**src/drc_pkg.sv**
```systemverilog
// Package: register map, field layout and reset values of the reference converter
package drc_pkg;

   // Register byte addresses on the APB (one aligned word each)
   localparam logic [11:0] DRC_OFF_CTRL_A   = 12'h000;
   localparam logic [11:0] DRC_OFF_LEVEL    = 12'h004;

   // Field positions in converter_control_a
   localparam int DRC_BIT_ENABLE    = 7;
   localparam int DRC_BIT_PIN_ONE   = 5;
   localparam int DRC_BIT_PIN_TWO   = 4;
   localparam int DRC_BIT_UPPER_HI  = 3;
   localparam int DRC_BIT_UPPER_LO  = 2;
   localparam int DRC_BIT_LOWER     = 0;

   // Writable masks; unimplemented bits stay zero
   localparam logic [7:0] DRC_MASK_CTRL_A = 8'hbd;
   localparam logic [7:0] DRC_MASK_LEVEL  = 8'h1f;

   // Reset values
   localparam logic [7:0] DRC_RST_CTRL_A = 8'h00;
   localparam logic [7:0] DRC_RST_LEVEL  = 8'h00;

   // Level count and code width
   localparam int DRC_LEVEL_W     = 5;
   localparam int DRC_LEVEL_COUNT = 32;

   // Positive source codes
   typedef enum logic [1:0] {
      DRC_UP_SUPPLY   = 2'h0,
      DRC_UP_EXT_PIN  = 2'h1,
      DRC_UP_FIXED    = 2'h2,
      DRC_UP_RESERVED = 2'h3
   } drc_upper_t;

   // Decode of a positive source code into one-hot selects
   function automatic logic [2:0] drc_upper_onehot(input logic [1:0] code);
      logic [2:0] sel;
      sel = 3'h0;
      unique case (code)
         DRC_UP_SUPPLY:  sel = 3'h1;
         DRC_UP_EXT_PIN: sel = 3'h2;
         DRC_UP_FIXED:   sel = 3'h4;
         default:        sel = 3'h0;
      endcase
      return sel;
   endfunction : drc_upper_onehot

endpackage : drc_pkg

```
**src/drc_pin_ctrl.sv**
```systemverilog
// Pin override logic for one analog output pin
`timescale 1ns/1ps
module drc_pin_ctrl
   import drc_pkg::*;
(
   // Setting
   input  wire logic drive_en_i,      // Converter voltage routed to pin
   // Digital pad side
   input  wire logic pad_in_i,        // Raw digital input of the pad
   input  wire logic gpio_out_i,      // Digital port output value
   input  wire logic gpio_oe_i,       // Digital port output enable
   input  wire logic pullup_req_i,    // Pull-up requested by port logic
   // Results
   output logic      analog_sw_o,     // Analog switch to converter
   output logic      pad_out_o,       // Digital driver value
   output logic      pad_oe_o,        // Digital driver enable
   output logic      pullup_en_o,     // Weak pull-up enable
   output logic      gpio_read_o      // Value seen by a digital read
);

   // Overrides are pure gating, so they act in the cycle the setting changes
   always_comb begin
      analog_sw_o = drive_en_i;
      pad_out_o   = gpio_out_i & ~drive_en_i;
      pad_oe_o    = gpio_oe_i & ~drive_en_i;
      pullup_en_o = pullup_req_i & ~drive_en_i;
      gpio_read_o = pad_in_i & ~drive_en_i;
   end

endmodule : drc_pin_ctrl

```
**src/drc_top.sv**
```systemverilog
// Reference converter control: APB registers, reference selects, pin overrides
//
// What this block does
// - Bit 7 of control A enables converter
// - Level code in level register bits 4-0
// - Output is lower plus span times code/32
// - Bit 5 routes voltage to pin one
// - Bit 4 routes voltage to pin two
// - Decode upper source; code 11 reserved
// - Bit 0 selects external lower reference
// - Driven pin overrides digital driver, pull-up
// - Digital read of driven pin returns zero
// - Settings kept and running through sleep
// - Reset disables converter, pins, clears level
// - Unimplemented bits read as zero
//
// The register offsets and the APB slave port were decided locally.
`timescale 1ns/1ps
module drc_top
   import drc_pkg::*;
(
   // Clock and reset
   input  wire logic        clk_i,
   input  wire logic        resetn_i,
   // APB slave
   input  wire logic        psel_i,
   input  wire logic        penable_i,
   input  wire logic        pwrite_i,
   input  wire logic [11:0] paddr_i,
   input  wire logic [31:0] pwdata_i,
   input  wire logic [3:0]  pstrb_i,
   output logic             pready_o,
   output logic [31:0]      prdata_o,
   output logic             pslverr_o,
   // Power state
   input  wire logic        sleep_i,
   // Digital pad side, one bit per pin
   input  wire logic [1:0]  pad_in_i,
   input  wire logic [1:0]  gpio_out_i,
   input  wire logic [1:0]  gpio_oe_i,
   input  wire logic [1:0]  pullup_req_i,
   output logic [1:0]       pad_out_o,
   output logic [1:0]       pad_oe_o,
   output logic [1:0]       pullup_en_o,
   output logic [1:0]       gpio_read_o,
   // Analog controls
   output logic             conv_enable_o,
   output logic [1:0]       analog_sw_o,
   output logic [2:0]       upper_sel_o,
   output logic             lower_sel_o,
   output logic [4:0]       level_code_o,
   output logic [5:0]       level_num_o
);

   ////////////////////////////////////////////////////////////////////////
   // Register state

   logic [7:0]  ctrl_a_reg;           // converter_control_a
   logic [7:0]  ctrl_a_next;
   logic [7:0]  level_reg;            // converter_level_select
   logic [7:0]  level_next;
   logic [31:0] rdata_reg;            // Registered read data
   logic [31:0] rdata_next;
   logic        err_reg;              // Registered slave error
   logic        err_next;

   logic        access;               // Access phase of a transfer
   logic        hit_a;                // Address matches control A
   logic        hit_l;                // Address matches level register
   logic        wr_ok;                // Write access with byte lane 0 strobed, any address

   // Slave answers in the first access cycle, no wait states
   assign pready_o  = 1'b1;
   assign access    = psel_i & penable_i;
   assign hit_a     = (paddr_i == DRC_OFF_CTRL_A);
   assign hit_l     = (paddr_i == DRC_OFF_LEVEL);
   assign wr_ok     = access & pwrite_i & pstrb_i[0];

   ////////////////////////////////////////////////////////////////////////
   // Next-value logic for registers and read data

   always_comb begin
      ctrl_a_next = ctrl_a_reg;
      level_next  = level_reg;
      rdata_next  = rdata_reg;
      err_next    = 1'b0;
      // Sleep is not an input here: settings hold through it
      if (wr_ok && hit_a) begin
         // Mask keeps unused bits zero
         ctrl_a_next = pwdata_i[7:0] & DRC_MASK_CTRL_A;
      end
      if (wr_ok && hit_l) begin
         level_next = pwdata_i[7:0] & DRC_MASK_LEVEL;
      end
      // Read data taken at setup so it stands through the access phase
      if (psel_i && !penable_i && !pwrite_i) begin
         if (paddr_i == DRC_OFF_CTRL_A) begin
            rdata_next = {24'h000000, ctrl_a_reg};
         end else if (paddr_i == DRC_OFF_LEVEL) begin
            rdata_next = {24'h000000, level_reg};
         end else begin
            rdata_next = 32'h00000000;
         end
      end
      // Unmapped address gets an error
      if (psel_i && !penable_i) begin
         err_next = ~((paddr_i == DRC_OFF_CTRL_A) |
                      (paddr_i == DRC_OFF_LEVEL));
      end
   end

   // Register update; reset clears every setting
   always_ff @(posedge clk_i or negedge resetn_i) begin
      if (!resetn_i) begin
         ctrl_a_reg <= DRC_RST_CTRL_A;
         level_reg  <= DRC_RST_LEVEL;
         rdata_reg  <= 32'h00000000;
         err_reg    <= 1'b0;
      end else begin
         ctrl_a_reg <= ctrl_a_next;
         level_reg  <= level_next;
         rdata_reg  <= rdata_next;
         err_reg    <= err_next;
      end
   end

   assign prdata_o  = rdata_reg;
   assign pslverr_o = access & err_reg;

   ////////////////////////////////////////////////////////////////////////
   // Analog controls from the stored settings

   logic [1:0] drive_en;              // Per-pin drive enables

   always_comb begin
      conv_enable_o = ctrl_a_reg[DRC_BIT_ENABLE];
      drive_en[0]   = ctrl_a_reg[DRC_BIT_PIN_ONE];
      drive_en[1]   = ctrl_a_reg[DRC_BIT_PIN_TWO];
      // Reserved code selects nothing rather than a live source
      upper_sel_o   = drc_upper_onehot(
                         ctrl_a_reg[DRC_BIT_UPPER_HI:DRC_BIT_UPPER_LO]);
      lower_sel_o   = ctrl_a_reg[DRC_BIT_LOWER];
      level_code_o  = level_reg[DRC_LEVEL_W-1:0];
      // Tap number out of 32: Vout = Vlow + (Vhigh-Vlow)*tap/32
      level_num_o   = {1'b0, level_reg[DRC_LEVEL_W-1:0]};
   end

   ////////////////////////////////////////////////////////////////////////
   // Pin override instances

   for (genvar p = 0; p < 2; p++) begin : g_pin
      drc_pin_ctrl u_pin (
         .drive_en_i   (drive_en[p]),
         .pad_in_i     (pad_in_i[p]),
         .gpio_out_i   (gpio_out_i[p]),
         .gpio_oe_i    (gpio_oe_i[p]),
         .pullup_req_i (pullup_req_i[p]),
         .analog_sw_o  (analog_sw_o[p]),
         .pad_out_o    (pad_out_o[p]),
         .pad_oe_o     (pad_oe_o[p]),
         .pullup_en_o  (pullup_en_o[p]),
         .gpio_read_o  (gpio_read_o[p])
      );
   end

   ////////////////////////////////////////////////////////////////////////
   // Assertions

   // Enable bit follows the last write to control A
   AST_ENABLE: assert property (@(posedge clk_i) disable iff (!resetn_i)
      (wr_ok && hit_a) |=> conv_enable_o == $past(pwdata_i[7]))
      else $error("enable bit not taken from write");

   // Level code follows the last write to the level register
   AST_LEVEL: assert property (@(posedge clk_i) disable iff (!resetn_i)
      (wr_ok && hit_l) |=> level_code_o == $past(pwdata_i[4:0]))
      else $error("level code not taken from write");

   // Tap number follows the written code, top bit always clear
   AST_NUM: assert property (@(posedge clk_i) disable iff (!resetn_i)
      (wr_ok && hit_l) |=> level_num_o == {1'b0, $past(pwdata_i[4:0])})
      else $error("level number not taken from write");

   // Pin one switch follows bit 5 of the write
   AST_PIN1: assert property (@(posedge clk_i) disable iff (!resetn_i)
      (wr_ok && hit_a) |=> analog_sw_o[0] == $past(pwdata_i[5]))
      else $error("pin one switch wrong");

   // Pin two switch follows bit 4 of the write
   AST_PIN2: assert property (@(posedge clk_i) disable iff (!resetn_i)
      (wr_ok && hit_a) |=> analog_sw_o[1] == $past(pwdata_i[4]))
      else $error("pin two switch wrong");

   // At most one source, and the fixed source only for its code
   AST_UPPER: assert property (@(posedge clk_i) disable iff (!resetn_i)
      $countones(upper_sel_o) <= 1 &&
      (ctrl_a_reg[3:2] == 2'h2) == upper_sel_o[2])
      else $error("upper source decode wrong");

   // Lower source follows bit 0 of the write
   AST_LOWER: assert property (@(posedge clk_i) disable iff (!resetn_i)
      (wr_ok && hit_a) |=> lower_sel_o == $past(pwdata_i[0]))
      else $error("lower source select wrong");

   // Driven pin loses its digital driver and pull-up
   AST_OVR: assert property (@(posedge clk_i) disable iff (!resetn_i)
      (analog_sw_o[0] |-> !pad_oe_o[0] && !pullup_en_o[0]) and
      (analog_sw_o[1] |-> !pad_oe_o[1] && !pullup_en_o[1]))
      else $error("digital driver not overridden");

   // Digital read of a driven pin is always zero
   AST_READ0: assert property (@(posedge clk_i) disable iff (!resetn_i)
      (analog_sw_o[0] |-> !gpio_read_o[0]) and
      (analog_sw_o[1] |-> !gpio_read_o[1]))
      else $error("digital read of analog pin not zero");

   // Sleep alone never changes control A
   AST_SLEEP: assert property (@(posedge clk_i) disable iff (!resetn_i)
      (sleep_i && !wr_ok) |=> $stable(ctrl_a_reg))
      else $error("settings changed in sleep");

   // Unimplemented bits can never be stored
   AST_RESV: assert property (@(posedge clk_i) disable iff (!resetn_i)
      ctrl_a_reg[6] == 1'b0 && ctrl_a_reg[1] == 1'b0 &&
      level_reg[7:5] == 3'h0)
      else $error("unimplemented bit set");

   // Level register moves only on a write
   AST_HOLD: assert property (@(posedge clk_i) disable iff (!resetn_i)
      !wr_ok |=> $stable(level_reg) ##1 1'b1)
      else $error("level changed without write");

   // Reset leaves converter off, pins free, level zero
   AST_RST: assert property (@(posedge clk_i)
      $rose(resetn_i) |-> !conv_enable_o && analog_sw_o == 2'h0 &&
      level_code_o == 5'h00)
      else $error("reset state wrong");

   // A write with byte lane 0 low is dropped, no error at a mapped address
   AST_STRB: assert property (@(posedge clk_i) disable iff (!resetn_i)
      (access && pwrite_i && !pstrb_i[0]) |=>
      $stable(ctrl_a_reg) && $stable(level_reg))
      else $error("write with lane 0 low took effect");

   // Writes to unmapped places leave both settings alone
   AST_UNMAP: assert property (@(posedge clk_i) disable iff (!resetn_i)
      (access && pwrite_i && !hit_a && !hit_l) |=>
      $stable(ctrl_a_reg) && $stable(level_reg))
      else $error("unmapped write changed a setting");

   // Error flag stands through the access phase of an unmapped transfer
   AST_ERR: assert property (@(posedge clk_i) disable iff (!resetn_i)
      access |-> pslverr_o == !(hit_a || hit_l))
      else $error("slave error flag wrong");

   // Upper read bits are never driven
   AST_RD_HI: assert property (@(posedge clk_i) disable iff (!resetn_i)
      (access && !pwrite_i) |-> prdata_o[31:8] == 24'h000000)
      else $error("upper read data not zero");

   // Read data is the register as it stood at the setup edge
   AST_RD_A: assert property (@(posedge clk_i) disable iff (!resetn_i)
      (psel_i && !penable_i && !pwrite_i && hit_a) |=>
      prdata_o[7:0] == $past(ctrl_a_reg))
      else $error("control A read data wrong");

   // Same for the level register
   AST_RD_L: assert property (@(posedge clk_i) disable iff (!resetn_i)
      (psel_i && !penable_i && !pwrite_i && hit_l) |=>
      prdata_o[7:0] == $past(level_reg))
      else $error("level read data wrong");

   // Waking leaves control A as it was
   AST_WAKE: assert property (@(posedge clk_i) disable iff (!resetn_i)
      ($fell(sleep_i) && !wr_ok) |=> $stable(ctrl_a_reg))
      else $error("control A changed on wake");

   // Supply and external pin selects follow their codes
   AST_UPSEL: assert property (@(posedge clk_i) disable iff (!resetn_i)
      upper_sel_o[0] == (ctrl_a_reg[3:2] == 2'h0) &&
      upper_sel_o[1] == (ctrl_a_reg[3:2] == 2'h1))
      else $error("supply or pin select wrong");

   // A driven pin also forces its digital output value low
   AST_PADOUT: assert property (@(posedge clk_i) disable iff (!resetn_i)
      (analog_sw_o[0] |-> !pad_out_o[0]) and
      (analog_sw_o[1] |-> !pad_out_o[1]))
      else $error("digital output value not overridden");

   // An undriven pin keeps its full digital function
   AST_PASS: assert property (@(posedge clk_i) disable iff (!resetn_i)
      (!analog_sw_o[0] |-> pad_oe_o[0] == gpio_oe_i[0] &&
       gpio_read_o[0] == pad_in_i[0]) and
      (!analog_sw_o[1] |-> pad_oe_o[1] == gpio_oe_i[1] &&
       gpio_read_o[1] == pad_in_i[1]))
      else $error("digital function of idle pin lost");

   // Cover points for the main scenarios
   COV_EN_WRITE: cover property (@(posedge clk_i) disable iff (!resetn_i)
      wr_ok && hit_a && pwdata_i[7]);
   COV_BOTH_PINS: cover property (@(posedge clk_i) disable iff (!resetn_i)
      analog_sw_o == 2'h3);
   COV_FULL_LEVEL: cover property (@(posedge clk_i) disable iff (!resetn_i)
      level_code_o == 5'h1f);
   COV_BAD_ADDR: cover property (@(posedge clk_i) disable iff (!resetn_i)
      pslverr_o);
   COV_SLEEP_ON: cover property (@(posedge clk_i) disable iff (!resetn_i)
      sleep_i && conv_enable_o);

endmodule : drc_top

```
**config.mk**
```make
export PLATFORM = sky130hd
export DESIGN_NAME = drc_top
export DESIGN_NICKNAME = d
export VERILOG_FILES = /design/src/drc_pkg.sv /design/src/drc_pin_ctrl.sv /design/src/drc_top.sv
export SDC_FILE = /design/constraint.sdc
export NUM_CORES = 1
export LEC_CHECK = 0
export BUFFER_PORTS_ARGS = -buffer_cell sky130_fd_sc_hd__clkbuf_2
export CAP_MARGIN = 10
export CORE_MARGIN = 1.5
export CORE_UTILIZATION = 39
export DETAILED_ROUTE_END_ITERATION = 8
export GPL_TIMING_DRIVEN = 0
export PLACE_DENSITY = 0.95
export SYNTH_ARGS = -nofsm -noshare
export SYNTH_HDL_FRONTEND = slang
export SYNTH_HIERARCHICAL = 1
export SYNTH_SLANG_ARGS = --single-unit
```
**constraint.sdc**
```tcl
create_clock -name clk_i -period 1.9 [get_ports clk_i]
set_input_delay 0.285 -clock clk_i [delete_from_list [all_inputs] [get_ports clk_i]]
set_output_delay 0.285 -clock clk_i [all_outputs]
set_load 0.02 [all_outputs]
```
== After elaboration in Yosys (flattened, before gate mapping) ==
Index checks and enable logic that the tools add are counted.

* Logic and storage cells: 35
* Register bits after elaboration: 44
* Input bits: 62

* Equality and inequality tests: 3
* Mux-type cells: 4
* Bitwise logic cells: 16
* Reductions and logical operators: 8

{| class="wikitable"
|+ Operators by type and width
! kind !! count
|-
| 1-bit AND || 12
|-
| 12-bit by 3-bit == test with 1-bit output, second input constant || 1
|-
| 12-bit zero test || 1
|-
| 3-bit case mux with 3 select lines || 1
|-
| 8-bit 2-to-1 mux || 1
|-
| 5-bit 2-to-1 mux || 1
|-
| 1-bit logical AND || 4
|-
| 1-bit NOT || 3
|-
| 2-bit by 1-bit == test with 1-bit output, second input constant || 1
|-
| 2-bit == test, second input constant || 1
|-
| 1-bit zero test || 2
|-
| 2-bit zero test || 1
|-
| 1-bit 2-to-1 mux || 1
|-
| 1-bit OR || 1
|}

== Depth between registers and ports, before layout ==
* Depth in word-level cells: 4
* Gate-level depth with buffers: 5

== Hierarchy ==
Netlist, hierarchy kept.

{| class="wikitable"
|+ By module, submodules not included
! module !! times used !! area an instance (um2) !! cells an instance
|-
| drc_top || 1 || 1183.6 || 104
|-
| drc_pin_ctrl || 2 || 32.5 || 5
|}

== Worst setup path before layout ==
Ideal clock, no wire load.

* Path kind: input to register
* From: input port paddr_i[5]
* To: register ctrl_a_reg[0]
* Path slack: 0.132 ns
* Setup time: 0.125 ns
* Data arrival time: 1.643 ns
* Stages: 3
* Path buffers: 0
* Cells stage by stage: or4_4 > nor4_4 > mux2_2

* Cells in the longest elaborated chain, start to end: 2

{| class="wikitable"
|+ RTL lines
! element !! line !! text
|-
| start: declaration || drc_top.sv:29 || <nowiki>input wire logic [11:0] paddr_i,</nowiki>
|-
| 12-bit zero test || drc_top.sv:75 || <nowiki>assign hit_a = (paddr_i == DRC_OFF_CTRL_A);</nowiki>
|-
| 1-bit logical AND || drc_top.sv:88 || <nowiki>if (wr_ok && hit_a) begin</nowiki>
|-
| end signal: assignment || drc_top.sv:120 || <nowiki>ctrl_a_reg <= ctrl_a_next;</nowiki>
|-
| end: declaration || drc_top.sv:58 || <nowiki>logic [7:0] ctrl_a_reg;</nowiki>
|}

Every way passes these cells.
A chain may end at the register's enable or synchronous reset.

== Worst setup path in the final report ==
* From: input port paddr_i[5]
* To: register ctrl_a_reg[7]

Same word-level chain as after synthesis.

==> metrics.csv <==
metric,value,unit
Die Y,59.59,um
Routability Congestion,0.7543,
Seq cells post-synth,19,
crit-path leading delay family,simple AND/OR/NAND/NOR gates,
Vias per Instance,4.071,
CP max FO,6,
worst reg-to-reg path cell count,2,
DIE AREA,3550,um^2
M2 GR Usage,0.2873,
Gate Count Post-Synth,114,
Synth area leader,dfrtp_1,
CTS H-tree depth,1,
Overall Power,0.7981,mW
WP data required,2.09,ns
CTS Buf Count,3,
Final HPWL DP,2.249,mm
routed wire length,2.774,mm
Clock transition at path regs,0.11,ns
Hold EP,ctrl_a_reg[5]$_DFFE_PN0P_,
Setup crit end kind,register,
grt met1 use,0.1951,
dpl cell area,1718,um^2
skew final,0.003237,ns
RR Endpoint,prdata_o[5]$_DFFE_PN0P_,
Buf/Inv on CP,1,
area growth from synthesis to layout,40.58,%
max_cap viols,0,
top-area cell type share of the netlist area,0.3808,
Final period util,0.9048,
r2r setup slk,0.98,ns
Core ar.,3053,um^2
Startpoint Class,input port,
synth top area cells,"dfrtp_1, buf_4, mux2_2",
number of diodes,0,
clock root buffer,clkbuf_4,
Worst slew margin,0.6327,
max-slew violations,0,
antenna violations before repair,0,
Setup Buffers After CTS,0,
critical setup path kind,in2reg,
reg-to-reg startpoint,ctrl_a_reg[5]$_DFFE_PN0P_,
pin count of the biggest net entering global routing,20,
Hold Crit Class,in2reg,
GR Overflow Total,0,
clk buf depth,2,
"EDFF count, synth",0,
synthesized area,1249,um^2
"count leader, synth",buf_4,
drt initial violations,16,
"Hold-fix buffers, CTS",1,
Clock Latency Late Sink,0.30,ns
arrival time worst endpoint,1.91,ns
Worst path slowest cell,or4_4,
Initial Util,0.4090,
Vias,1026,
CTS tree,done,
CP cell instances,clkbuf_2 -> or4_4 -> nor4_4 -> mux2_2,
first-pass GRT wire length,4.291,mm
Synth warnings,6,
post-CTS sizing,0,
Worst Hold Path Cells,2,
Top Ports,122,
Finished Core Util,0.5750,
setup TNS,0,ns
# setup viols final,0,
vias in the first global route,950,
port bufs,64,
Async SR Flop Fraction,1.000,
Finished Cell Area,1755,um^2
GRT Overall Usage,0.1636,
Lkg Pwr,1.048,nW
RSZ-0062 raised after global routing,false,
sequential area share after synthesis,0.3808,
syn avg cell area,10.95,um^2
layout cells sized above 1,0.6058,
worst-margin pin slew,0.5468,ns
busiest grt layer,met2,
GR met3 Demand/Resource,0.02402,
min-delay src,pwdata_i[5],
chip width,59.59,um
residual DRC count,0,
num rows,20,
Pre-antenna DRT Iters,4,
Synth Flop Type,dfrtp_1,
Fin. Hold Viols,0,
Synth top cells by count,"buf_4, dfrtp_1, mux2_2, nor2b_1, nand2_1",
Final min period,1.719,ns
status,"finished, final reports clean",
average wire per standard cell,11.01,um
max reg flops,7,
Final nets,271,
Max VDD drop,0.2116,mV
ANT nets after route,0,
Max Clk Rate,581.7,MHz
Min Hold Slack,0.2167,ns
Unique masters post-synth,22,
Num Clock Sinks,19,
max incr delay on CP,0.57,ns
pwr dens,454.6,nW/um^2
-- report_power, final --
part / switching, mW / internal (mW)
combinational: 0.104 / 0.0834
clock: 0.127 / 0.0784
sequential: 0.000458 / 0.405
total: 0.231 / 0.567
-- through the flow --
step	instances	setup WS [ns]
6_report	252	0.1810
5_1_grt	252	0.1544
3_5_place_dp	247	-0.1359
4_1_cts	252	0.1789
2_1_floorplan	139	0.1319
3_3_place_gp	247	-0.09868
-- placed cells by master (no fill, tap or decap), drive strengths merged --
cell | netlist | routed
conb | 2 | 27
buf | 38 | 38
nor2b | 10 | 10
inv | 2 | 2
clkbuf | 0 | 67
clkinv | 0 | 1
o31ai | 5 | 5
mux2 | 11 | 11
or4 | 3 | 3
dlygate4sd3 | 0 | 1
nor4 | 2 | 2
nand4 | 1 | 1
nor2 | 1 | 1
or4b | 1 | 1
mux2i | 4 | 4
o41ai | 2 | 2
dfrtp | 19 | 19
or3b | 1 | 1
and3b | 1 | 1
and3 | 1 | 1
or3 | 2 | 2
nand2 | 8 | 8
-- worst max path at each step --
stage,start,endpoint,cells after the start
final,paddr_i[5],ctrl_a_reg[7]$_DFFE_PN0P_,4
after global routing,paddr_i[5],ctrl_a_reg[7]$_DFFE_PN0P_,4
after CTS,paddr_i[5],ctrl_a_reg[7]$_DFFE_PN0P_,4
after detailed placement,paddr_i[5],ctrl_a_reg[7]$_DFFE_PN0P_,4
after global placement,paddr_i[5],ctrl_a_reg[7]$_DFFE_PN0P_,4
after floorplan,paddr_i[5],ctrl_a_reg[0]$_DFFE_PN0P_,3
-- worst reg2reg max path: cells and delay by family, from the launching register on --
| kind | cells | cell delay (ns) |
|---|---|---|
| AOI/OAI and AO/OA | 1 | 0.30 |
| DFF | 1 | 0.45 |
| buffers and inverters | 1 | 0.07 |
-- routing by layer --
metal	share of wire	wire length, um	vias to the layer above
li1	-	-	516
met5	0	0	-
met2	0.53	1457	49
met4	0.0097	27	0
met1	0.40	1105	459
met3	0.066	183	2
-- cell families (layout without fill, tap and decap cells) --
logic type      after synthesis  in the layout  share of synthesized area
flops                        19             19                     0.3808
mux                          15             15                     0.1313
simple gates                 31             31                     0.1794
compound gates                7              7                    0.05611
buf+inv                      40            109                     0.2465
other cells                   2             27                   0.006014
-- final cells by class --
cell class,instances,area (um^2)
plain buffers,38,300.3
clock buffers,3,22.52
clock inverters,1,5.005
fillers,310,1297
inverters,2,7.507
multi-input cells,80,559.3
flip-flops and latches,19,475.5
well taps,44,55.05
repair buffers,65,330.3
Power figures use the tool's default switching activity.
